## config.mk

```make
export PLATFORM = sky130hd
export DESIGN_NAME = crl_rate_limit_regs
export DESIGN_NICKNAME = d
export VERILOG_FILES = /design/src/crl_pkg.sv /design/src/crl_limit_check.sv /design/src/crl_rate_limit_regs.sv
export SDC_FILE = /design/constraint.sdc
export NUM_CORES = 1
export LEC_CHECK = 0
export ABC_CLOCK_PERIOD_IN_PS = 9050
export BUFFER_PORTS_ARGS = -buffer_cell sky130_fd_sc_hd__buf_2
export CAP_MARGIN = 20
export CORE_MARGIN = 5
export CORE_UTILIZATION = 38
export DETAILED_ROUTE_END_ITERATION = 12
export GPL_ROUTABILITY_DRIVEN = 0
export SYNTH_ARGS = -nofsm -noshare
export SYNTH_HDL_FRONTEND = slang
export SYNTH_SLANG_ARGS = --single-unit
```

## constraint.sdc

```tcl
create_clock -name clock -period 9.05 [get_ports clock]
set_input_delay 0 -clock clock [delete_from_list [all_inputs] [get_ports clock]]
set_output_delay 0 -clock clock [all_outputs]
set_load 0.05 [all_outputs]
```

## src/crl_pkg.sv

```systemverilog
// constants for the conversion-rate and limit register bank
// assumes a 40 MHz core clock and a pointer-addressed register port
package crl_pkg;

  // ==========================================================
  // pointer addresses
  localparam logic [7:0] RD_RATE = 8'h04;
  localparam logic [7:0] WR_RATE = 8'h0A;
  localparam logic [7:0] RD_LOC_HIGH = 8'h05;
  localparam logic [7:0] WR_LOC_HIGH = 8'h0B;
  localparam logic [7:0] RD_LOC_LOW = 8'h06;
  localparam logic [7:0] WR_LOC_LOW = 8'h0C;
  localparam logic [7:0] RD_REM_HIGH = 8'h07;
  localparam logic [7:0] WR_REM_HIGH = 8'h0D;
  localparam logic [7:0] RD_REM_LOW = 8'h08;
  localparam logic [7:0] WR_REM_LOW = 8'h0E;
  localparam logic [7:0] WR_ONE_SHOT = 8'h0F;

  // ==========================================================
  // field layout and reset values
  localparam int RATE_MSB = 3;
  localparam int LIMIT_MSB = 11; // limits hold result bits 11:4
  localparam int LIMIT_LSB = 4;
  localparam logic [3:0] RATE_RST = 4'h8;
  localparam logic [3:0] RATE_FASTEST = 4'h9;
  localparam logic [7:0] HIGH_RST = 8'h55;
  localparam logic [7:0] LOW_RST = 8'h00;
  localparam logic [7:0] UNMAPPED_RD = 8'h00;

  // ==========================================================
  // timing
  localparam longint CLK_PERIOD_NS = 25;
  localparam longint FASTEST_PERIOD_NS = 31_250_000; // 0.03125 s at code 09h
  localparam longint CONV_TIME_NS = 10_000_000; // fixed conversion length
  localparam longint FASTEST_PERIOD_CYC = FASTEST_PERIOD_NS / CLK_PERIOD_NS;
  localparam longint CONV_CYC = (CONV_TIME_NS + CLK_PERIOD_NS - 1) / CLK_PERIOD_NS;

  typedef enum logic [1:0] {
    SCH_CONVERT,
    SCH_IDLE,
    SCH_HALT
  } crl_sched_t;

endpackage

```

## src/crl_limit_check.sv

```systemverilog
// one channel's limit comparator
// assumes result and limits are stable while sample is high
`timescale 1ns/100ps
module crl_limit_check (
  input wire logic clock,
  input wire logic rstn,
  input wire logic sample,
  input wire logic [11:0] result,
  input wire logic [7:0] highLimit,
  input wire logic [7:0] lowLimit,
  output logic highFlag,
  output logic lowFlag
);
  import crl_pkg::*;

  logic [7:0] upperByte;
  logic highFlag_next;
  logic lowFlag_next;

  // ==========================================================
  // compare
  // only whole degrees are compared against the limits
  assign upperByte = result[LIMIT_MSB:LIMIT_LSB];
  assign highFlag_next = sample ? (upperByte > highLimit) : highFlag;
  assign lowFlag_next = sample ? (upperByte < lowLimit) : lowFlag;

  // flags follow the latest completed conversion
  always_ff @(posedge clock) begin
    if (!rstn) begin
      highFlag <= 1'b0;
      lowFlag <= 1'b0;
    end else begin
      highFlag <= highFlag_next;
      lowFlag <= lowFlag_next;
    end
  end
endmodule

```

## src/crl_rate_limit_regs.sv

```systemverilog
// conversion scheduler with rate and threshold registers
// assumes a serial front end giving decoded pointer writes and reads,
// and a converter reporting results with a one-cycle pulse
`timescale 1ns/100ps
module crl_rate_limit_regs #(
  parameter longint FAST_PERIOD_CYCLES = crl_pkg::FASTEST_PERIOD_CYC,
  parameter longint CONV_CYCLES = crl_pkg::CONV_CYC
) (
  input wire logic clock,
  input wire logic rstn,
  input wire logic wrStrobe,
  input wire logic [7:0] wrPtr,
  input wire logic [7:0] wrData,
  input wire logic [7:0] rdPtr,
  output logic [7:0] rdData,
  input wire logic power_down_bit,
  output logic convStart,
  output logic convBusy,
  output logic shutdownIdle,
  input wire logic resultValid,
  input wire logic [11:0] localResult,
  input wire logic [11:0] remoteResult,
  output logic localHighFlag,
  output logic localLowFlag,
  output logic remoteHighFlag,
  output logic remoteLowFlag
);
  import crl_pkg::*;

  // ==========================================================
  // register storage
  logic [3:0] rate_code_reg;
  logic [7:0] local_upper_threshold_bits_reg;
  logic [7:0] local_lower_threshold_bits_reg;
  logic [7:0] remote_upper_threshold_bits_reg;
  logic [7:0] remote_lower_threshold_bits_reg;
  logic [7:0] rdData_next;

  // write decode
  logic wrRate;
  logic wrLocHigh;
  logic wrLocLow;
  logic wrRemHigh;
  logic wrRemLow;
  logic wrTrigger;

  assign wrRate = wrStrobe && (wrPtr == WR_RATE);
  assign wrLocHigh = wrStrobe && (wrPtr == WR_LOC_HIGH);
  assign wrLocLow = wrStrobe && (wrPtr == WR_LOC_LOW);
  assign wrRemHigh = wrStrobe && (wrPtr == WR_REM_HIGH);
  assign wrRemLow = wrStrobe && (wrPtr == WR_REM_LOW);
  assign wrTrigger = wrStrobe && (wrPtr == WR_ONE_SHOT);

  always_ff @(posedge clock) begin
    if (!rstn) begin
      rate_code_reg <= RATE_RST;
    end else if (wrRate) begin
      rate_code_reg <= wrData[RATE_MSB:0];
    end
  end

  always_ff @(posedge clock) begin
    if (!rstn) begin
      local_upper_threshold_bits_reg <= HIGH_RST;
    end else if (wrLocHigh) begin
      local_upper_threshold_bits_reg <= wrData;
    end
  end

  always_ff @(posedge clock) begin
    if (!rstn) begin
      local_lower_threshold_bits_reg <= LOW_RST;
    end else if (wrLocLow) begin
      local_lower_threshold_bits_reg <= wrData;
    end
  end

  always_ff @(posedge clock) begin
    if (!rstn) begin
      remote_upper_threshold_bits_reg <= HIGH_RST;
    end else if (wrRemHigh) begin
      remote_upper_threshold_bits_reg <= wrData;
    end
  end

  always_ff @(posedge clock) begin
    if (!rstn) begin
      remote_lower_threshold_bits_reg <= LOW_RST;
    end else if (wrRemLow) begin
      remote_lower_threshold_bits_reg <= wrData;
    end
  end

  // ==========================================================
  // read path
  // reserved bits zero
  always_comb begin
    case (rdPtr)
      RD_RATE: rdData_next = {4'h0, rate_code_reg};
      RD_LOC_HIGH: rdData_next = local_upper_threshold_bits_reg;
      RD_LOC_LOW: rdData_next = local_lower_threshold_bits_reg;
      RD_REM_HIGH: rdData_next = remote_upper_threshold_bits_reg;
      RD_REM_LOW: rdData_next = remote_lower_threshold_bits_reg;
      default: rdData_next = UNMAPPED_RD;
    endcase
  end

  // read data is registered, one cycle behind the pointer
  always_ff @(posedge clock) begin
    if (!rstn) begin
      rdData <= 8'h00;
    end else begin
      rdData <= rdData_next;
    end
  end

  // ==========================================================
  // conversion scheduler
  crl_sched_t state_reg;
  crl_sched_t state_next;
  logic [31:0] count_reg;
  logic [31:0] count_next;
  logic [31:0] periodCycles;
  logic [3:0] effCode;
  logic [3:0] shiftAmt;
  logic convDone;
  logic periodDone;
  logic startConv;

  // codes above the fastest one run at the fastest rate
  assign effCode = (rate_code_reg > RATE_FASTEST) ? RATE_FASTEST : rate_code_reg;
  assign shiftAmt = RATE_FASTEST - effCode;
  assign periodCycles = 32'(FAST_PERIOD_CYCLES) << shiftAmt;

  assign convDone = (state_reg == SCH_CONVERT) && (count_reg == 32'(CONV_CYCLES - 1));
  // count runs from the conversion start, so the idle gap absorbs the rate
  assign periodDone = (state_reg == SCH_IDLE) && (count_reg >= periodCycles - 32'd1);

  always_comb begin
    state_next = state_reg;
    count_next = count_reg + 32'd1;
    startConv = 1'b0;
    case (state_reg)
      SCH_CONVERT: begin
        if (convDone) begin
          state_next = power_down_bit ? SCH_HALT : SCH_IDLE;
        end
      end
      SCH_IDLE: begin
        if (power_down_bit) begin
          state_next = SCH_HALT;
        end else if (periodDone) begin
          state_next = SCH_CONVERT;
          count_next = 32'd0;
          startConv = 1'b1;
        end
      end
      SCH_HALT: begin
        count_next = 32'd0;
        if (!power_down_bit) begin
          state_next = SCH_CONVERT;
          startConv = 1'b1;
        end else if (wrTrigger) begin
          state_next = SCH_CONVERT;
          startConv = 1'b1;
        end
      end
      default: begin
        state_next = SCH_HALT;
        count_next = 32'd0;
      end
    endcase
  end

  // trigger ignored outside halt
  // the scheduler tests wrTrigger only in the halt state and ignores it elsewhere
  always_ff @(posedge clock) begin
    if (!rstn) begin
      state_reg <= SCH_CONVERT;
      count_reg <= 32'd0;
    end else begin
      state_reg <= state_next;
      count_reg <= count_next;
    end
  end

  // start pulse registered so it lines up with the convert state
  always_ff @(posedge clock) begin
    if (!rstn) begin
      convStart <= 1'b1; // first conversion follows reset
    end else begin
      convStart <= startConv;
    end
  end

  assign convBusy = (state_reg == SCH_CONVERT);
  assign shutdownIdle = (state_reg == SCH_HALT);

  // ==========================================================
  // limit comparators, channel 0 local, channel 1 remote
  logic [11:0] chResult [2];
  logic [7:0] chHigh [2];
  logic [7:0] chLow [2];
  logic [1:0] chHighFlag;
  logic [1:0] chLowFlag;

  assign chResult[0] = localResult;
  assign chResult[1] = remoteResult;
  assign chHigh[0] = local_upper_threshold_bits_reg;
  assign chHigh[1] = remote_upper_threshold_bits_reg;
  assign chLow[0] = local_lower_threshold_bits_reg;
  assign chLow[1] = remote_lower_threshold_bits_reg;

  for (genvar ch = 0; ch < 2; ch++) begin : gen_chan
    crl_limit_check u_check (
      .clock(clock),
      .rstn(rstn),
      .sample(resultValid),
      .result(chResult[ch]),
      .highLimit(chHigh[ch]),
      .lowLimit(chLow[ch]),
      .highFlag(chHighFlag[ch]),
      .lowFlag(chLowFlag[ch])
    );
  end

  assign localHighFlag = chHighFlag[0];
  assign localLowFlag = chLowFlag[0];
  assign remoteHighFlag = chHighFlag[1];
  assign remoteLowFlag = chLowFlag[1];
endmodule

```

## Word-level counts from Yosys, hierarchy flattened

Cells that the tools add are included.

| cells by class | value |
|---|---|
| equality and inequality tests | 17 |
| muxes and demuxes | 17 |
| $lt $le $gt $ge | 6 |
| shift operators | 1 |
| add/subtract/negate cells | 3 |
| reduce and logical (&&, ||, !) cells | 10 |

Operator list:

| cell | number |
|---|---|
| $mux 32 | 2 |
| $pmux 32 s2 | 1 |
| $eq 8x4->1 const B | 7 |
| $pmux 8 s5 | 1 |
| $add 32x1->32 const B | 1 |
| $eq 32x19->1 const B | 1 |
| $eq 8x3->1 const B | 4 |
| $ge 32x32->1 | 1 |
| $shl 21x4->32 const A | 1 |
| $sub 32x1->32 const B | 1 |
| $gt 8x8->1 | 2 |
| $lt 8x8->1 | 2 |
| $mux 2 | 6 |
| $logic_and 1x1->1 | 8 |
| $pmux 2 s3 | 1 |
| $gt 4x4->1 const B | 1 |
| $mux 1 | 4 |
| $mux 4 | 1 |
| $sub 4x4->4 const A | 1 |
| $ne 3x2->1 const B | 1 |
| $ne 3x3->1 const B | 1 |
| $reduce_and 3->1 | 1 |
| $eq 2x1->1 const B | 1 |
| $eq 2x2->1 const B | 1 |
| 3 further kinds | 3 |

| word-level totals | value |
|---|---|
| output and inout port bits | 15 |
| register bits | 83 |
| input port bits | 53 |

## Longest topological paths before layout

| depth | value |
|---|---|
| word-level depth | 10 |
| depth in mapped cells | 24 |

## Modules after synthesis

A second synthesis with hierarchy kept.

| unflattened totals | value |
|---|---|
| cells, all modules | 734 |
| area, all modules | 5979.5 µm² |

Modules (own cells, without submodules):

| module | area an instance (µm²) | cells each | seq. area each (µm²) | times used |
|---|---|---|---|---|
| crl_rate_limit_regs | 5073.6 | 622 | 1581.5 | 1 |
| crl_limit_check | 452.9 | 56 | 40.0 | 2 |

## Least setup slack after synthesis

No wires, ideal clock.

| timing | value |
|---|---|
| kind | flip-flop to flip-flop |
| start point | reg rate_code_reg[3] |
| end point | reg count_reg[22] |
| required time | 8986 ps |
| path slack | 4004 ps |
| data arrival time | 4982 ps |
| stages on the path, launching flop included | 24 |
| buffers on the path | 6 |
| cell sequence | dfxtp_1 > buf_6 > clkbuf_1 > nand2b_1 > ha_1 > buf_2 > inv_1 > clkbuf_1 > ha_1 > clkbuf_1 > a211oi_1 > a21o_1 > nand3_2 > a21o_1 > nor3_1 > xor2_1 > ha_1 > and4_1 > a221o_1 > a2111o_1 > a21o_1 > a31o_2 > buf_2 > nor2_1 |

| on the way | value |
|---|---|
| word-level cells in the longest chain between the ends | 10 |

RTL lines:

| item | line | RTL |
|---|---|---|
| from (decl) | crl_rate_limit_regs.sv:32 | `logic [3:0] rate_code_reg;` |
| from (signal assigned) | crl_rate_limit_regs.sv:58 | `rate_code_reg <= wrData[RATE_MSB:0];` |
| $gt 4x4->1 | crl_rate_limit_regs.sv:131 | `assign effCode = (rate_code_reg > RATE_FASTEST) ? RATE_FASTEST : rate_code_reg;` |
| $mux 4 (*) | crl_rate_limit_regs.sv:131 |  |
| $sub 4x4->4 (*) | crl_rate_limit_regs.sv:132 | `assign shiftAmt = RATE_FASTEST - effCode;` |
| $shl 21x4->32 (*) | crl_rate_limit_regs.sv:133 | `assign periodCycles = 32'(FAST_PERIOD_CYCLES) << shiftAmt;` |
| $sub 32x1->32 (*) | crl_rate_limit_regs.sv:137 | `assign periodDone = (state_reg == SCH_IDLE) && (count_reg >= periodCycles - 32'd1);` |
| $ge 32x32->1 (*) | crl_rate_limit_regs.sv:137 |  |
| $logic_and 1x1->1 (*) | crl_rate_limit_regs.sv:137 |  |
| $mux 32 (*) | crl_rate_limit_regs.sv:152 | `end else if (periodDone) begin` |
| $mux 32 (*) | crl_rate_limit_regs.sv:150 | `if (power_down_bit) begin` |
| $pmux 32 s2 (*) | crl_rate_limit_regs.sv:143 | `case (state_reg)` |
| to (signal assigned) | crl_rate_limit_regs.sv:183 | `count_reg <= count_next;` |
| to (decl) | crl_rate_limit_regs.sv:121 | `logic [31:0] count_reg;` |

Mark *: on every way between the ends. The rest lies on a longest branch, timed or not.
A chain may end at the register's enable or synchronous reset.

## Worst setup path in the final report

| timing | value |
|---|---|
| start point | reg rate_code_reg[3] |
| end point | reg count_reg[19] |

Same word-level chain as after synthesis.

==> impl_metrics.tcl <==
set metrics [dict create \
    status "finished clean" \
    io_buffers 59 \
    worstHoldEndpoint "state_reg[0]" \
    slew_violations 0 \
    design.core.area_mm2 0.01577 \
    postCtsSetupRepairBufs 0 \
    clk_pin_slew_worst_paths_ns 0.06 \
    cts_tree "done" \
    syn-num-nets 873 \
    drt.antenna.violating_nets 0 \
    clk_latency_ns 0.35 \
    critical_path.startpoint_type "flop" \
    grt_pass1_wl_um 24190 \
    crit_slowest_cell "dfxtp_1" \
    antenna_cells 0 \
    final_hold_viol_count 0 \
    crit_chain "nand2b_1 -> ha_1 -> xor2_4 -> mux2_4 -> nor3_4 -> nand3_2 -> a21o_1 -> nor3_1 -> xor2_1 -> ha_1 -> a21oi_1 -> nand2_1 -> a221o_1 -> a2111o_1 -> a21o_1 -> a31o_2 -> nor2_1" \
    worst_hold_slack_ns 0.01007 \
    synthTopCellsByCount "dfxtp_1, nand2_1, ha_1" \
    ys_ff_latch 83 \
    final_core_util_pct 43.83 \
    num_rows 46 \
    drtIter0Drc 277 \
    clockBufferDepth 2 \
    clock_skew_ns 0.007208 \
    grtUsageTotal_pct 16.23 \
    fmax_mhz 166.6 \
    synth-edff-count 0 \
    start_util_pct 38.52 \
    syn_inst 748 \
    ys_warn_count 0 \
    whs_path_depth 4 \
    powerDensity_mw_per_mm2 116.2 \
    reg2reg_depth 17 \
    wl_um 14600 \
    tightest_slew_ns 0.9960 \
    synth_area_per_cell_um2 8.121 \
    synth_area_mm2 0.006075 \
    dp_hpwl_um 11280 \
    finalCritPeriodShare_pct 66.31 \
    p_leak_nw 2.888 \
    yosys-top-cells-area "dfxtp_1, ha_1, mux2i_1" \
    synth.distinct_cells 65 \
    fin_tns_setup_ns 0 \
    area_growth_pct 13.78 \
    globalRouteOverflowTotal 0 \
    grt_setup_unrepaired "false" \
    drt-vias-per-instance 5.140 \
    vias 5238 \
    cts_buffers 9 \
    critPathMaxStageDelay_ns 0.80 \
    ys_async_sr_fraction_pct 0 \
    drv_cap 0 \
    dr.pass1.iters 5 \
    largest_reg_flops 32 \
    critPathCaptureType "flop" \
    ys_seq_area_share_pct 27.35 \
    r2r_slack_ns 3.05 \
    die-area_mm2 0.01861 \
    r2r_end "count_reg[19]" \
    synth_flop_cell "dfxtp_1" \
    path_max_fanout 32 \
    arrival_ns 6.28 \
    nFillCells 1621 \
    hp-class "in2reg" \
    final_nets 923 \
    cts-htree-levels 3 \
    die_w_um 136.4 \
    criticalPathCategory "reg2reg" \
    grt_pass1_vias 4859 \
    yosysMostFrequentCell "dfxtp_1" \
    drive_gt1_share_pct 11.46 \
    synth_top_area_share_pct 27.35 \
    drc 0 \
    fp.dieH_um 136.4 \
    peakVddDrop_v 0.00009015 \
    yosysTopAreaCell "dfxtp_1" \
    finalSetupViolations 0 \
    timing.rr.start "rate_code_reg[3]" \
    fin_crit_ns 6.001 \
    hold_buffers 8 \
    min_from "power_down_bit" \
    crit_required_ns 9.32 \
    cts.repair.resized 0 \
    antenna_found_initial 0 \
    max_slew_margin_pct 33.09 \
    grt_max_degree 48 \
    wl_per_cell_um 14.32 \
    cts.sinks 83 \
    pin_count 68 \
    ctsRootBufferMaster "clkbuf_16" \
]
-- metrics by stage --
stage	std cells	power (W)	setup WS, ns	instance area, µm²
finish	1019	0.0008028	3.049	6912
floorplan	748	0.0004130	4.004	6075
detailed placement	995	0.0004357	3.082	6531
CTS	1019	0.0008133	2.987	6912
global route	1019	0.0008354	2.575	6912
global placement	995	0.0004352	3.116	6531
-- cells in the final DEF, fill, tap and decap left out, drive strengths merged, types with 3 or more instances in the layout --
cell type    instances
o21ai               37
nand2               81
o211ai              10
a21o                19
and3                 7
nand3               24
and4                 5
dlygate4sd3          8
a31oi                4
a21boi               8
ha                  72
xnor2               21
mux2                 5
a32oi                4
and2                 6
nor3b                4
nor4b                3
clkbuf               9
a21oi               35
xor2                24
nand2b               7
mux2i               32
nor4                13
nand4               11
nor3                 8
dfxtp               83
nor2b               28
nor2                71
inv                 51
o22ai                4
o21a                 3
a22o                 4
buf                 63
a222oi               4
a211oi               6
clkinvlp             3
nand3b               4
-- kinds of logic after synthesis --
logic type / share of synthesized area, %
AOI/OAI and AO/OA: 16.11
DFF: 27.35
and+or+nand+nor: 23.21
adders and majority gates: 14.83
xor gates and xnor gates: 6.921
buffers and inverters: 5.314
muxes: 6.262
-- per-layer routing --
| metal | global-route usage [%] | part of all wire (%) | vias to the layer above |
|---|---|---|---|
| met3 | 3.072 | 3.5 | 16 |
| met5 | 0 | 0 | - |
| met1 | 22.35 | 50 | 2397 |
| li1 | - | - | 2734 |
| met4 | 4.871 | 1.4 | 0 |
| met2 | 25.76 | 45 | 91 |
-- worst max-delay path by stage --
stage	startpoint	endpoint	depth (start not counted)
floorplan	rate_code_reg[3]	count_reg[22]	23
global placement	rate_code_reg[3]	count_reg[28]	16
detailed placement	rate_code_reg[3]	count_reg[15]	17
CTS	rate_code_reg[3]	count_reg[19]	17
global route	rate_code_reg[3]	count_reg[19]	17
finish	rate_code_reg[3]	count_reg[19]	17
-- cell type report --
type	count	area (µm²)	area share, %
clock buffers	9	225.2	3.259
clock inverters	7	75.07	1.086
inverters	49	183.9	2.661
multi-input cells	584	4090	59.18
flip-flops and latches	83	1662	24.04
well taps	216	270.3	3.910
repair buffers	71	405.4	5.865
-- critical path, delay by kind of cell (launching register included) --
family                     cells  cell delay [ns]
AOI/OAI and AO/OA              6             1.80
and+or+nand+nor                6             1.20
adders and majority gates      2             0.91
xor gates and xnor gates       2             0.82
DFF                            1             0.80
muxes                          1             0.37
-- power breakdown --
group / switching (W) / internal [W] / total (W)
sequential: 0.00000180 / 0.000368 / 0.000370
combinational: 0.0000342 / 0.0000258 / 0.0000600
clock: 0.000158 / 0.000215 / 0.000373
total: 0.000194 / 0.000609 / 0.000803
Note: power is estimated with default switching activity, not from simulation.
